**config.mk**
```make
export PLATFORM = sky130hd
export DESIGN_NAME = bisum_top
export DESIGN_NICKNAME = d
export VERILOG_FILES = /design/src/rtl/bisum_pkg.sv /design/src/rtl/bisum_pend.sv /design/src/rtl/bisum_top.sv
export VERILOG_INCLUDE_DIRS = /design/src /design/src/rtl
export SDC_FILE = /design/constraint.sdc
export NUM_CORES = 1
export LEC_CHECK = 0
export CAP_MARGIN = 20
export CORE_UTILIZATION = 59
export CTS_BUF_LIST = sky130_fd_sc_hd__clkbuf_2 sky130_fd_sc_hd__clkbuf_4 sky130_fd_sc_hd__clkbuf_8
export DETAILED_ROUTE_END_ITERATION = 12
export DONT_BUFFER_PORTS = 1
export PLACE_DENSITY = 0.78
export SLEW_MARGIN = 15
export SYNTH_ARGS = -nofsm -noshare
export SYNTH_HDL_FRONTEND = slang
export SYNTH_SLANG_ARGS = --single-unit
```
**constraint.sdc**
```tcl
create_clock -name hclk -period 2 [get_ports hclk]
set_input_delay 0.2 -clock hclk [delete_from_list [all_inputs] [get_ports hclk]]
set_output_delay 0.2 -clock hclk [all_outputs]
set_load 0.02 [all_outputs]
```
**src/rtl/bisum_consts.svh**
```systemverilog
`ifndef BISUM_CONSTS_SVH
`define BISUM_CONSTS_SVH

// ----------------------------------------
// register indices (byte address is index times four)
// ----------------------------------------
`define BISUM_IDX_SUMMARY 14'h0B00
`define BISUM_IDX_BLK_EN 14'h0B01
`define BISUM_IDX_LOOP 14'h0B0A
`define BISUM_IDX_DL0 14'h0B06
`define BISUM_IDX_DL1 14'h0B16
`define BISUM_IDX_DL2 14'h0B26
`define BISUM_IDX_DL3 14'h0B10
`define BISUM_IDX_DL4 14'h0B18
`define BISUM_IDX_DL5 14'h0B28
`define BISUM_IDX_SLIP 14'h0B08
`define BISUM_IDX_AL0 14'h0B02
`define BISUM_IDX_AL1 14'h0B0E
`define BISUM_IDX_AL2 14'h0B40
`define BISUM_IDX_FRAMER 14'h0B04
`define BISUM_IDX_CLK_CFG 14'h0100
`define BISUM_IDX_SRC_EN 14'h0BF0

// ----------------------------------------
// summary bit positions and the clock config enable bit
// ----------------------------------------
`define BISUM_BIT_FRAMER 0
`define BISUM_BIT_ALARM 1
`define BISUM_BIT_SLIP 2
`define BISUM_BIT_DLINK 3
`define BISUM_BIT_TICK 4
`define BISUM_BIT_CLKLOST 5
`define BISUM_BIT_LOOP 6
`define BISUM_BIT_CLK_DET_EN 0

// ----------------------------------------
// pending entry positions in the source vector
// ----------------------------------------
`define BISUM_ENT_LOOP 0
`define BISUM_ENT_DL_LO 1
`define BISUM_ENT_DL_HI 6
`define BISUM_ENT_SLIP 7
`define BISUM_ENT_AL_LO 8
`define BISUM_ENT_AL_HI 10
`define BISUM_ENT_FRAMER 11

// ----------------------------------------
// reset values
// ----------------------------------------
`define BISUM_RST_WORD 32'h0000_0000
`define BISUM_RST_BITS7 7'h00

`endif

```
**src/rtl/bisum_pkg.sv**
```systemverilog
// ----------------------------------------
// shared types of the interrupt summary block
// ----------------------------------------
package bisum_pkg;
    typedef logic [6:0] bisum_bits_t;
    typedef enum logic [1:0]
    {
        BISUM_TR_IDLE = 2'b00,
        BISUM_TR_BUSY = 2'b01,
        BISUM_TR_NONSEQ = 2'b10,
        BISUM_TR_SEQ = 2'b11
    } bisum_htrans_t;
endpackage

```
**src/rtl/bisum_pend.sv**
```systemverilog
`timescale 1ns/1ps
`include "bisum_consts.svh"

// ----------------------------------------
// sticky pending flags, one per source status register
// ----------------------------------------
module bisum_pend
#(
    parameter int N = 12
)
(
    // clock and reset
    input wire logic hclk,
    input wire logic hresetn,
    // per-entry set and read-clear pulses
    input wire logic [N-1:0] set_evt,
    input wire logic [N-1:0] rd_clr,
    // flags
    output logic [N-1:0] pend
);
    import bisum_pkg::*;

    // a request that lands in the clearing cycle survives the read
    genvar g;
    generate
        for (g = 0; g < N; g++)
        begin : g_ent
            logic ent_q;

            // each entry owns its flop, so no two processes write one variable
            always_ff @(posedge hclk or negedge hresetn)
            begin
                if (!hresetn)
                    ent_q <= 1'b0;
                else if (set_evt[g])
                    ent_q <= 1'b1;
                else if (rd_clr[g])
                    ent_q <= 1'b0;
            end

            assign pend[g] = ent_q;

        end
    endgenerate
endmodule // bisum_pend

```
**src/rtl/bisum_top.sv**
```systemverilog
// The AHB-Lite slave port was left to the implementer.
`timescale 1ns/1ps
`include "bisum_consts.svh"

// Notes on behaviour
// - bit6 set while loop code request pending
// - bit6 clears on loop code status read
// - bit5 follows current recovered clock loss
// - bit5 active only with loss detection enabled
// - bit4 follows current one second tick
// - bit3 set while any data link pending
// - bit3 clears on reading raising link register
// - bit2 set while slip request pending
// - bit2 clears on slip status read
// - bit1 set while alarm request pending
// - bit1 clears on reading raising alarm register
// - bit0 framer pending, clears on framer read
// - irq needs block and source enable
module bisum_top
#(
    parameter int NSRC = 12
)
(
    // clock and reset
    input wire logic hclk,
    input wire logic hresetn,
    // ahb-lite slave
    input wire logic hsel,
    input wire logic [31:0] haddr,
    input wire bisum_pkg::bisum_htrans_t htrans,
    input wire logic hwrite,
    input wire logic [2:0] hsize,
    input wire logic [31:0] hwdata,
    input wire logic hready,
    output logic hreadyout,
    output logic hresp,
    output logic [31:0] hrdata,
    // request pulses from the source blocks, one per status register
    input wire logic [NSRC-1:0] src_event,
    // level indications from the receive framer
    input wire logic recovered_clock_lost,
    input wire logic second_tick_pending,
    // interrupt to the host
    output logic irq
);
    import bisum_pkg::*;

    // ----------------------------------------
    // address decode
    // ----------------------------------------

    logic [13:0] a_idx;
    logic a_inrange;
    logic a_take;
    logic rd_take;
    logic wr_take;
    logic [NSRC-1:0] a_hit;
    logic [NSRC-1:0] rd_clr;

    // only the low sixteen address bits carry registers; the rest must be zero
    assign a_idx = haddr[15:2];
    assign a_inrange = (haddr[31:16] == 16'h0000) && (haddr[1:0] == 2'b00);
    assign a_take = hsel && hready && (htrans == BISUM_TR_NONSEQ || htrans == BISUM_TR_SEQ);
    assign rd_take = a_take && !hwrite;
    assign wr_take = a_take && hwrite;

    // which source status register an index names
    function automatic logic [NSRC-1:0] hit_of(input logic [13:0] idx);
        logic [NSRC-1:0] h;
        h = '0;
        unique case (idx)
            `BISUM_IDX_LOOP: h[`BISUM_ENT_LOOP] = 1'b1;
            `BISUM_IDX_DL0: h[`BISUM_ENT_DL_LO] = 1'b1;
            `BISUM_IDX_DL1: h[`BISUM_ENT_DL_LO + 1] = 1'b1;
            `BISUM_IDX_DL2: h[`BISUM_ENT_DL_LO + 2] = 1'b1;
            `BISUM_IDX_DL3: h[`BISUM_ENT_DL_LO + 3] = 1'b1;
            `BISUM_IDX_DL4: h[`BISUM_ENT_DL_LO + 4] = 1'b1;
            `BISUM_IDX_DL5: h[`BISUM_ENT_DL_HI] = 1'b1;
            `BISUM_IDX_SLIP: h[`BISUM_ENT_SLIP] = 1'b1;
            `BISUM_IDX_AL0: h[`BISUM_ENT_AL_LO] = 1'b1;
            `BISUM_IDX_AL1: h[`BISUM_ENT_AL_LO + 1] = 1'b1;
            `BISUM_IDX_AL2: h[`BISUM_ENT_AL_HI] = 1'b1;
            `BISUM_IDX_FRAMER: h[`BISUM_ENT_FRAMER] = 1'b1;
            default: h = '0;
        endcase
        return h;
    endfunction

    assign a_hit = a_inrange ? hit_of(a_idx) : '0;
    // a read of a source status register retires its request
    assign rd_clr = rd_take ? a_hit : '0;

    // ----------------------------------------
    // pending request flags
    // ----------------------------------------

    logic [NSRC-1:0] pend;

    bisum_pend #(
        .N(NSRC)
    ) u_pend (
        .hclk(hclk),
        .hresetn(hresetn),
        .set_evt(src_event),
        .rd_clr(rd_clr),
        .pend(pend)
    );

    // ----------------------------------------
    // framer level indications
    // ----------------------------------------

    logic lost_q;
    logic tick_q;

    // registered so the summary only shows what the framer declared last cycle
    always_ff @(posedge hclk or negedge hresetn)
    begin
        if (!hresetn)
        begin
            lost_q <= 1'b0;
            tick_q <= 1'b0;
        end
        else
        begin
            lost_q <= recovered_clock_lost;
            tick_q <= second_tick_pending;
        end
    end

    // ----------------------------------------
    // software registers
    // ----------------------------------------

    logic wr_q;
    logic [13:0] wr_idx_q;
    logic wr_ok_q;
    bisum_bits_t blk_en_q;
    bisum_bits_t src_en_q;
    logic clk_det_en_q;

    // write address phase is held for the data phase
    always_ff @(posedge hclk or negedge hresetn)
    begin
        if (!hresetn)
        begin
            wr_q <= 1'b0;
            wr_idx_q <= 14'h0000;
            wr_ok_q <= 1'b0;
        end
        else
        begin
            wr_q <= wr_take;
            wr_idx_q <= a_idx;
            wr_ok_q <= a_inrange;
        end
    end

    // data phase writes; the summary index has no case here, so writes to it vanish
    always_ff @(posedge hclk or negedge hresetn)
    begin
        if (!hresetn)
        begin
            blk_en_q <= `BISUM_RST_BITS7;
            src_en_q <= `BISUM_RST_BITS7;
            clk_det_en_q <= 1'b0;
        end
        else if (wr_q && wr_ok_q)
        begin
            if (wr_idx_q == `BISUM_IDX_BLK_EN)
                blk_en_q <= hwdata[6:0];
            if (wr_idx_q == `BISUM_IDX_SRC_EN)
                src_en_q <= hwdata[6:0];
            if (wr_idx_q == `BISUM_IDX_CLK_CFG)
                clk_det_en_q <= hwdata[`BISUM_BIT_CLK_DET_EN];
        end
    end

    // ----------------------------------------
    // summary word
    // ----------------------------------------

    bisum_bits_t sum_w;

    // a combinational view of the flags; reading it disturbs nothing
    always_comb
    begin
        sum_w = `BISUM_RST_BITS7;
        sum_w[`BISUM_BIT_LOOP] = pend[`BISUM_ENT_LOOP];
        sum_w[`BISUM_BIT_CLKLOST] = lost_q && clk_det_en_q;
        sum_w[`BISUM_BIT_TICK] = tick_q;
        sum_w[`BISUM_BIT_DLINK] = |pend[`BISUM_ENT_DL_HI:`BISUM_ENT_DL_LO];
        sum_w[`BISUM_BIT_SLIP] = pend[`BISUM_ENT_SLIP];
        sum_w[`BISUM_BIT_ALARM] = |pend[`BISUM_ENT_AL_HI:`BISUM_ENT_AL_LO];
        sum_w[`BISUM_BIT_FRAMER] = pend[`BISUM_ENT_FRAMER];
    end

    // ----------------------------------------
    // read data
    // ----------------------------------------

    logic [31:0] rd_d;
    logic [31:0] hrdata_q;

    // picked at the address phase so the data phase needs no wait state
    always_comb
    begin
        rd_d = `BISUM_RST_WORD;
        if (a_inrange)
        begin
            if (a_idx == `BISUM_IDX_SUMMARY)
                rd_d = {25'h000_0000, sum_w};
            else if (a_idx == `BISUM_IDX_BLK_EN)
                rd_d = {25'h000_0000, blk_en_q};
            else if (a_idx == `BISUM_IDX_SRC_EN)
                rd_d = {25'h000_0000, src_en_q};
            else if (a_idx == `BISUM_IDX_CLK_CFG)
                rd_d = {31'h0000_0000, clk_det_en_q};
            else if (|a_hit)
                rd_d = {31'h0000_0000, |(a_hit & pend)};
        end
    end

    always_ff @(posedge hclk or negedge hresetn)
    begin
        if (!hresetn)
            hrdata_q <= `BISUM_RST_WORD;
        else if (rd_take)
            hrdata_q <= rd_d;
    end

    assign hrdata = hrdata_q;
    // every transfer completes at once with an okay response
    assign hreadyout = 1'b1;
    assign hresp = 1'b0;

    // ----------------------------------------
    // interrupt output
    // ----------------------------------------

    logic irq_q;

    // block and source enables must both be set; a pending bit alone stays quiet
    always_ff @(posedge hclk or negedge hresetn)
    begin
        if (!hresetn)
            irq_q <= 1'b0;
        else
            irq_q <= |(sum_w & blk_en_q & src_en_q);
    end

    assign irq = irq_q;

    logic sum_rd;
    assign sum_rd = rd_take && a_inrange && (a_idx == `BISUM_IDX_SUMMARY);
endmodule // bisum_top

```
==> results of run 1 <==
==> worst max-delay path, delay by kind of cell, from the launching register on <==
kind	cells	cell delay (ns)
buffers and inverters	2	0.31
DFF	1	0.39
and+or+nand+nor	4	0.90
muxes	1	0.30
==> power groups by stage <==
stage	logic, mW	registers, mW	clock network, mW
after floorplan	0.142	1.13	0
after global placement	0.0995	1.13	0
after detailed placement	0.101	1.13	0
after CTS	0.175	1.11	0.617
after global routing	0.191	1.11	0.672
final	0.176	1.11	0.603
==> sequential cells by signal, indices dropped and copies added (netlist names) <==
| signal | count |
|---|---|
| wr_idx_q | 14 |
| u_pend.g_ent.ent_q | 12 |
| blk_en_q | 7 |
| hrdata | 7 |
| src_en_q | 7 |
| clk_det_en_q | 1 |
| irq | 1 |
| lost_q | 1 |
| tick_q | 1 |
| wr_ok_q | 1 |
| wr_q | 1 |
==> cell usage in the layout (no fill, tap or decap), types with 2 or more instances in the layout <==
cell type | synthesis | routed
nand4_1 | 10 | 10
nor4_1 | 10 | 9
mux2_4 | 0 | 7
nand3_1 | 10 | 10
inv_1 | 3 | 3
or3_1 | 2 | 2
nor2b_1 | 2 | 2
or4b_2 | 2 | 2
nor4_4 | 3 | 3
nand2b_1 | 5 | 5
clkbuf_4 | 0 | 2
dfrtp_1 | 53 | 53
clkbuf_8 | 0 | 5
nor4b_1 | 2 | 2
dlygate4sd3_1 | 0 | 28
nor3_1 | 7 | 7
a21o_1 | 11 | 11
a22o_1 | 2 | 2
or4_1 | 3 | 3
mux2_2 | 16 | 9
o21ai_0 | 6 | 6
nand2_1 | 17 | 16
a31oi_1 | 2 | 2
nor4_2 | 1 | 2
nand3b_1 | 2 | 2
buf_4 | 27 | 11
a21oi_1 | 2 | 2
conb_1 | 2 | 27
a222oi_1 | 5 | 5
nor2_1 | 5 | 5
==> per-stage QoR <==
step	hold WS (ns)	cells	total power [mW]	worst slack [ns]	setup TNS, ns
after global placement	-0.0948	296	1.23	-0.0616	-0.441
after global routing	0.0194	333	1.97	-0.0831	-1.09
after detailed placement	-0.0948	296	1.23	-0.0924	-0.694
after floorplan	-0.0956	266	1.27	0.0142	0
after CTS	0.00827	333	1.90	-0.0466	-0.532
final	0.0156	333	1.89	-0.0202	-0.110
==> metal layers <==
layer,track usage,part of all wire
met4,0.104,0.031
met1,0.378,0.41
met3,0.0625,0.076
met5,0,0
met2,0.464,0.49
==> how the worst max path moves through the flow <==
stage	cells after the start	endpoint	startpoint	slack, ns
2_1_floorplan	5	blk_en_q[0]$_DFFE_PN0P_	wr_idx_q[3]$_DFF_PN0_	0.01
3_3_place_gp	6	clk_det_en_q$_DFFE_PN0P_	wr_idx_q[3]$_DFF_PN0_	-0.06
3_5_place_dp	7	blk_en_q[5]$_DFFE_PN0P_	wr_idx_q[3]$_DFF_PN0_	-0.09
4_1_cts	7	blk_en_q[5]$_DFFE_PN0P_	wr_idx_q[10]$_DFF_PN0_	-0.05
5_1_grt	5	src_en_q[0]$_DFFE_PN0P_	wr_idx_q[10]$_DFF_PN0_	-0.08
6_report	7	blk_en_q[5]$_DFFE_PN0P_	wr_idx_q[10]$_DFF_PN0_	-0.02
==> timing repair <==
action | CTS | global route
pin swaps | 3 | 1
resized for setup | 11 | 0
hold buffers | 29 | 0
setup endpoints to repair | 8 | 15
hold endpoints to repair | 80 | 0
==> final cells by class <==
type | instances | area (um2)
fillers | 301 | 1200
inverters | 3 | 11.3
repair buffers | 41 | 410
well taps | 52 | 65.1
clock inverters | 1 | 7.51
clock buffers | 7 | 83.8
flip-flops and latches | 53 | 1330
multi-input cells | 176 | 1250
==> cell families (layout without fill, tap and decap cells) <==
group / after synthesis / after routing / synth area share
simple gates: 94 / 94 / 0.233
other cells: 2 / 27 / 0.00279
mux: 17 / 17 / 0.0708
buf+inv: 37 / 52 / 0.0936
compound gates: 38 / 38 / 0.106
flops: 53 / 53 / 0.493
==> qor.yml, run 1 <==
global_route:
  grt_pass1_vias: 2135
  grt_overflow: 0
  grt_antenna_before_repair: 0
  grt_pass1_wl_mm: 10.6
  grt_usage: 0.285
  grt_max_degree: 54
sta:
  period_minus_slack_ns: 2.02
  fmax_ghz: 0.495
  rsz0062_at_grt: "yes"
  skew_ns: 0.00449
  finalMaxSlewViolations: 0
  min_period_over_period: 1.01
  hold_viol_final: 0
  report.final.setup_viol: 7
  layout_setup_ws_ns: -0.0202
setup_path:
  crit_fanout: 7
  critical_path.endpoint_type: "flop"
  reg2reg_slack_ns: -0.02
  r2r_start: "wr_idx_q[10]$_DFF_PN0_"
  critPathKind: "reg -> reg"
  crit_required_ns: 2.20
  r2r_cells: 7
  crit_chain: "or4b_1 -> nor4_1 -> buf_4 -> nand2_4 -> nor2_4 -> buf_12 -> mux2_4"
  startpoint_type: "flop"
  slowest_stage: "or4b_1"
  r2r-end: "blk_en_q[5]$_DFFE_PN0P_"
  cp.arrival_ns: 2.22
  cpPeakStageDelay_ns: 0.51
clocking:
  cts.clk_slew.worst_paths_ns: 0.09
  clock-root-buffer: "clkbuf_8"
  post_cts_buffers: 0
  clk_latency_ns: 0.31
  cts_made_buffers: 5
  cts.sinks: 53
  clockBufferDepth: 2
  cts_tree: "done"
  h-tree-depth: 2
drt:
  drcViolationCount: 0
  antenna_left: 0
  drt-initial-drc-count: 184
  vias: 2100
  vias_per_cell: 6.31
  wl_per_cell_um: 19.3
  drt_first_pass_iters: 6
  drt-total-wl_mm: 6.41
cells_and_area:
  drive_gt1_frac: 0.185
  fin_area_mm2: 0.00315
  syn2layout_area_growth_pct: 17.3
  post-route-util: 0.724
  nets: 368
  n_antenna_cell: 0
placed_design:
  dp_hpwl_mm: 4.19
  post_dp_cell_area_mm2: 0.00271
  io_buffers: 0
  place.gp.congestion: 0.799
floorplan:
  rows: 24
  core_mm2: 0.00435
  dieWidth_um: 69.5
  num_io_pins: 123
  fp.dieH_um: 69.5
  start_util: 0.617
  dieArea_mm2: 0.00483
synth:
  synth_area_mm2: 0.00269
  synthFlopType: "dfrtp_1"
  synthCells: 241
  ys_async_sr_fraction: 1.00
  avgSynthCellArea_um2: 11.2
  yosys-top-cells-area: "dfrtp_1 (49%), buf_4 (7.5%), mux2_2 (6.7%), a21o_1 (3.1%), nand2_1 (2.4%)"
  synth_most_common_cell: "dfrtp_1"
  synth_common_cells: "dfrtp_1 (53), buf_4 (27), nand2_1 (17)"
  yosys.area.top_type: "dfrtp_1"
  synth_edf_count: 0
  synth-seq-cells: 53
  synth_top_area_share: 0.493
  yosysUniqueCellTypes: 53
  ys_warn_count: 0
  ys_seq_area_frac: 0.493
power_and_ir_drop:
  p_int_mw: 1.44
  leakage_nw: 1.28
  switching_share: 0.235
  p_switching_mw: 0.444
  clkPwrFrac: 0.319
  seq_power_share: 0.587
  pwr-share-comb: 0.093
  vdd_ir_drop_max_mv: 0.605
  powerDensity_mw_per_mm2: 599
run:
  cap_viol_max_count: 0
run_status:
  violations: "setup timing"
  status: "finished with violations"
min_path:
  min_from: "src_event[10]"
  holdPathEnd: "u_pend.g_ent[10].ent_q$_DFFE_PN0P_"
  min_path_cells: 1
  min-delay-path-class: "in -> reg"
(Power assumes the default switching activity.)
==> inputs of run 2 (changes only) <==
- CORE_UTILIZATION: 59 -> 30
- PLACE_DENSITY: 0.78 -> default
- REMOVE_ABC_BUFFERS: default -> 1
- SETUP_SLACK_MARGIN: default -> 0.3
==> qor.yml, run 2 (synthesized netlist as in run 1, its figures left out) <==
sta:
  period_minus_slack_ns: 2.04  # +0.0220 ns
  finalMaxSlewViolations: 0  # unchanged
  report.final.setup_viol: 8  # +1
  hold_viol_final: 0  # unchanged
  min_period_over_period: 1.02  # +0.0110
  worst_pin_slew_ns: 0.552
  fmax_ghz: 0.490  # -1.1%
  layout_setup_ws_ns: -0.0422  # -0.0220 ns
  rsz0062_at_grt: "yes"
  hold_ws_ns: 0.0152  # -0.000331 ns
  maxSlewHeadroom: 0.629
  skew_ns: 0.00988  # +0.00539 ns
cells_and_area:
  final_cells: 394  # +18%
  drive_gt1_frac: 0.231  # +0.0457
  final_cell_mix: "dfrtp_1 (53), dlygate4sd3_1 (28), conb_1 (27), mux2_4 (14), buf_4 (14)"
  largestRegisters: "wr_idx_q x14, u_pend.g_ent.ent_q x12"
  n_antenna_cell: 0  # unchanged
  final_common_cell: "dfrtp_1"
  nets: 373  # +1.4%
  regMostFlops: "wr_idx_q"
  post-route-util: 0.392  # -0.333
  syn2layout_area_growth_pct: 26.4
  largest_reg_flops: 14  # unchanged
setup_path:
  r2r_cells: 7  # unchanged
  crit_fanout: 7  # unchanged
  r2r-end: "blk_en_q[5]$_DFFE_PN0P_"
  startpoint_type: "flop"
  critical_path.endpoint_type: "flop"
  reg2reg_slack_ns: -0.04  # -0.02 ns
  cp.arrival_ns: 2.25  # +0.03 ns
  crit_start: "wr_idx_q[10]$_DFF_PN0_"
  critPathKind: "reg -> reg"
  r2r_start: "wr_idx_q[10]$_DFF_PN0_"
  crit_required_ns: 2.20  # about the same
  worstSetupEndpoint: "blk_en_q[5]$_DFFE_PN0P_"
global_route:
  grt_pass1_vias: 2103  # -1.5%
  grt_overflow: 0  # unchanged
  grt_usage: 0.146  # -0.140
  grt_max_degree: 54  # unchanged
  grt_antenna_before_repair: 0  # unchanged
  grt_pass1_wl_mm: 10.8  # +2.5%
placed_design:
  io_buffers: 0  # unchanged
  dp.cells: 352  # +19%
  dp_hpwl_mm: 4.68  # +12%
  place.gp.congestion: 0.794  # -0.70%
drt:
  drcViolationCount: 0  # unchanged
  drt-initial-drc-count: 77  # -58%
  vias: 2049  # -2.4%
  drt_first_pass_iters: 5  # -1
  drt-total-wl_mm: 6.61  # +3.1%
  wl_per_cell_um: 16.8  # -13%
  vias_per_cell: 5.20  # -18%
  antenna_left: 0  # unchanged
run_status:
  violations: "setup timing"
  status: "finished with violations"
power_and_ir_drop:
  vdd_ir_drop_max_mv: 0.270  # -55%
  p_int_mw: 1.56  # +7.9%
  leakage_nw: 1.38  # +7.9%
  powerDensity_mw_per_mm2: 602  # +0.42%
  p_switching_mw: 0.486  # +9.3%
  pwr-share-comb: 0.091  # -0.002
  seq_power_share: 0.544  # -0.043
  clkPwrFrac: 0.365  # +0.046
  switching_share: 0.238  # +0.00239
floorplan:
  core_mm2: 0.00868  # +99%
  num_io_pins: 123  # unchanged
  dieArea_mm2: 0.00934  # +93%
  rows: 34  # +42%
  dieWidth_um: 96.7  # +39%
  start_util: 0.310  # -0.308
  fp.dieH_um: 96.7  # +39%
clocking:
  cts.clk_slew.worst_paths_ns: 0.10  # about the same
  cts_tree: "done"
  clk_latency_ns: 0.31  # about the same
  cts_made_buffers: 5  # unchanged
  clockBufferDepth: 2  # unchanged
  h-tree-depth: 2  # unchanged
  clock-root-buffer: "clkbuf_8"
  cts.sinks: 53  # unchanged
run:
  cap_viol_max_count: 0  # unchanged
min_path:
  min-delay-path-class: "in -> reg"
==> run 2: critical path: stages, from the launching register on <==
cell and delay [ns]:
dfrtp_1 0.37, or4b_4 0.54, nor4_4 0.21, buf_4 0.16, nand2_4 0.06, nor2_4 0.15
buf_12 0.14, mux2_4 0.30
==> run 2: layout make-up <==
type                            instances  area (um2)
Fill cell                             843        5280
Multi-Input combinational cell        176        1350
Sequential cell                        53        1330
Timing Repair Buffer                   46         464
Tap cell                              108         135
Clock buffer                            5        68.8
Clock inverter                          3        47.5
Inverter                                3        11.3
==> run 2: per-layer routing <==
metal | wire length, um | GRT usage
met1 | 2720 | 0.174
met4 | 142 | 0.0643
met2 | 3330 | 0.245
met3 | 426 | 0.0383
met5 | 0 | 0
==> run 2: how the worst min path moves through the flow <==
stage | startpoint | to | slack (ns) | depth (start not counted)
final | src_event[10] | u_pend.g_ent[10].ent_q$_DFFE_PN0P_ | 0.02 | 1
after global routing | hwdata[2] | blk_en_q[2]$_DFFE_PN0P_ | 0.004 | 1
after CTS | src_event[10] | u_pend.g_ent[10].ent_q$_DFFE_PN0P_ | 0.01 | 1
after detailed placement | hresetn | wr_idx_q[13]$_DFF_PN0_ | -0.09 | 0
after global placement | hresetn | wr_idx_q[8]$_DFF_PN0_ | -0.09 | 0
after floorplan | hresetn | blk_en_q[0]$_DFFE_PN0P_ | -0.1 | 0
==> run 2: power by group through the flow <==
stage	combinational (mW)	sequential (mW)	clock, mW
after detailed placement	0.102	1.13	0
final	0.186	1.11	0.747
after floorplan	0.0899	1.13	0
after global placement	0.100	1.13	0
after CTS	0.183	1.11	0.768
after global routing	0.202	1.11	0.813
==> run 2: timing repair <==
| action | CTS | global route |
|---|---|---|
| endpoints found under the setup margin | 15 | 17 |
| pin swaps | 3 | 13 |
| endpoints found under the hold margin | 80 | 0 |
| buffers inserted | 1 | 4 |
| resized for setup | 21 | 11 |
| hold buffers | 29 | 0 |
==> run 2: per-stage QoR <==
stage	setup TNS (ns)	worst slack [ns]	cell area (um2)	total power [mW]
after detailed placement	-0.704	-0.0926	2780	1.23
after CTS	-0.361	-0.0541	3300	2.06
after global placement	-0.598	-0.0786	2780	1.23
after global routing	-1.10	-0.111	3400	2.13
final	-0.279	-0.0422	3400	2.04
after floorplan	0	0.0142	2540	1.22
==> inputs of run 3 (changes only) <==
- clock period: 2 -> 2.6 ns (I/O delays scaled with it)
==> qor.yml, run 3 (synthesized netlist as in run 1, its figures left out) <==
sta:
  min_period_over_period: 0.826  # -0.195
  maxSlewHeadroom: 0.535  # -0.0946
  report.final.setup_viol: 0  # -8
  worst_pin_slew_ns: 0.689  # +0.137 ns
  finalMaxSlewViolations: 0  # unchanged
  rsz0062_at_grt: "no"
  fmax_ghz: 0.466  # -4.9%
  skew_ns: 0.00724  # -0.00264 ns
  hold_viol_final: 0  # unchanged
  period_minus_slack_ns: 2.15  # +0.106 ns
  fin_setup_tns_ns: 0  # +0.279 ns
  hold_ws_ns: 0.0439  # +0.0287 ns
  layout_setup_ws_ns: 0.452  # +0.494 ns
clocking:
  clockBufferDepth: 2  # unchanged
  cts_tree: "done"
  cts_made_buffers: 5  # unchanged
  clock-root-buffer: "clkbuf_8"
  clk_latency_ns: 0.30  # about the same
  cts.clk_slew.worst_paths_ns: 0.09  # about the same
  h-tree-depth: 2  # unchanged
  cts.sinks: 53  # unchanged
setup_path:
  crit_required_ns: 2.79  # +0.59 ns
  cp.arrival_ns: 2.34  # +0.09 ns
  r2r-end: "blk_en_q[3]$_DFFE_PN0P_"
  r2r_cells: 6  # -1
  critPathKind: "reg -> reg"
  r2r_start: "wr_idx_q[3]$_DFF_PN0_"
  crit_fanout: 7  # unchanged
  reg2reg_slack_ns: 0.45  # +0.49 ns
  cpPeakStageDelay_ns: 0.53  # about the same
  startpoint_type: "flop"
  timing.critical_path.buf_inv: 1  # -1
  critical_path.endpoint_type: "flop"
  crit_chain: "or4b_1 -> nor4_2 -> nand2_1 -> nor2_2 -> buf_4 -> mux2_2"
  crit_family: "simple AND/OR/NAND/NOR gates"
  slowest_stage: "or4b_1"
cells_and_area:
  post-route-util: 0.346  # -0.0460
  nFillCells: 880  # +4.4%
  largest_reg_flops: 14  # unchanged
  regMostFlops: "wr_idx_q"
  syn2layout_area_growth_pct: 11.6
  drive_gt1_frac: 0.162  # -0.0692
  largestRegisters: "wr_idx_q x14, u_pend.g_ent.ent_q x12"
  final_cells: 368  # -6.6%
  final_common_cell: "dfrtp_1"
  nets: 348  # -6.7%
  final_cell_mix: "dfrtp_1 (53), conb_1 (27), nand2_1 (17), dlygate4sd3_1 (17), mux2_2 (16)"
  n_antenna_cell: 0  # unchanged
  fin_area_mm2: 0.00300  # -12%
power_and_ir_drop:
  vdd_ir_drop_max_mv: 0.250  # -7.2%
  total_power_mw: 1.43  # -30%
  powerDensity_mw_per_mm2: 478  # -21%
  leakage_nw: 1.16  # -16%
placed_design:
  dp_hpwl_mm: 4.54  # -2.9%
  post_dp_cell_area_mm2: 0.00270  # -2.9%
  place_ws_ns: 0.329  # +0.422 ns
  dp.cells: 343  # -2.6%
  io_buffers: 0  # unchanged
  place.gp.congestion: 0.784  # -1.2%
floorplan:
  dieArea_mm2: 0.00934  # unchanged
  start_util: 0.310  # unchanged
  dieWidth_um: 96.7  # unchanged
  rows: 34  # unchanged
  fp.dieH_um: 96.7  # unchanged
  num_io_pins: 123  # unchanged
  core_mm2: 0.00868  # unchanged
global_route:
  grt_usage: 0.134  # -0.0113
  grt_antenna_before_repair: 0  # unchanged
  grt_overflow: 0  # unchanged
  grt_pass1_vias: 1871  # -11%
  grt_pass1_wl_mm: 9.90  # -8.7%
  grt_max_degree: 54  # unchanged
min_path:
  holdPathEnd: "u_pend.g_ent[11].ent_q$_DFFE_PN0P_"
  min_path_cells: 1  # unchanged
  min_from: "src_event[11]"
  min-delay-path-class: "in -> reg"
drt:
  drcViolationCount: 0  # unchanged
  wl_per_cell_um: 16.8  # about the same
  vias: 1944  # -5.1%
  drt_first_pass_iters: 5  # unchanged
  drt-total-wl_mm: 6.17  # -6.7%
  antenna_left: 0  # unchanged
  vias_per_cell: 5.28  # +1.6%
  drt-initial-drc-count: 189  # +150%
run:
  cap_viol_max_count: 0  # unchanged
run_status:
  status: "finished, final reports clean"
-- run 3: area by class of cell --
class,instances,area [um2],share of cell area
multi-input combinational,176,1220,0.406
sequential,53,1330,0.442
clock inverter,1,7.51,0.00250
inverter,3,11.3,0.00375
timing repair buffer,21,220,0.0734
clock buffer,6,82.6,0.0275
tap,108,135,0.0451
-- run 3: worst max path at each step --
| stage | cells past startpoint | endpoint | from | slack [ns] |
|---|---|---|---|---|
| CTS | 5 | clk_det_en_q$_DFFE_PN0P_ | wr_idx_q[3]$_DFF_PN0_ | 0.31 |
| detailed placement | 5 | clk_det_en_q$_DFFE_PN0P_ | wr_idx_q[3]$_DFF_PN0_ | 0.33 |
| global route | 6 | blk_en_q[2]$_DFFE_PN0P_ | wr_idx_q[3]$_DFF_PN0_ | 0.30 |
| finish | 6 | blk_en_q[3]$_DFFE_PN0P_ | wr_idx_q[3]$_DFF_PN0_ | 0.45 |
| global placement | 5 | clk_det_en_q$_DFFE_PN0P_ | wr_idx_q[3]$_DFF_PN0_ | 0.34 |
| floorplan | 5 | blk_en_q[0]$_DFFE_PN0P_ | wr_idx_q[3]$_DFF_PN0_ | 0.61 |
-- run 3: repair_timing --
action / in CTS / in global routing
setup buffers: 0 / 0
resized for setup: 0 / 2
hold buffers: 18 / 0
endpoints found under the hold margin: 69 / 0
endpoints found under the setup margin: 0 / 15
-- run 3: report_power, final --
group          switching, mW  internal (mW)  leakage, nW
clock network          0.253          0.211       0.0433
logic                 0.0734         0.0438        0.490
registers             0.0109          0.842        0.624
-- run 3: per-layer routing --
layer,vias to the layer above,part of all wire,global-route usage
met3,10,0.079,0.0499
li1,893,-,-
met2,71,0.49,0.218
met1,970,0.42,0.162
met5,-,0,0
met4,0,0.018,0.0505
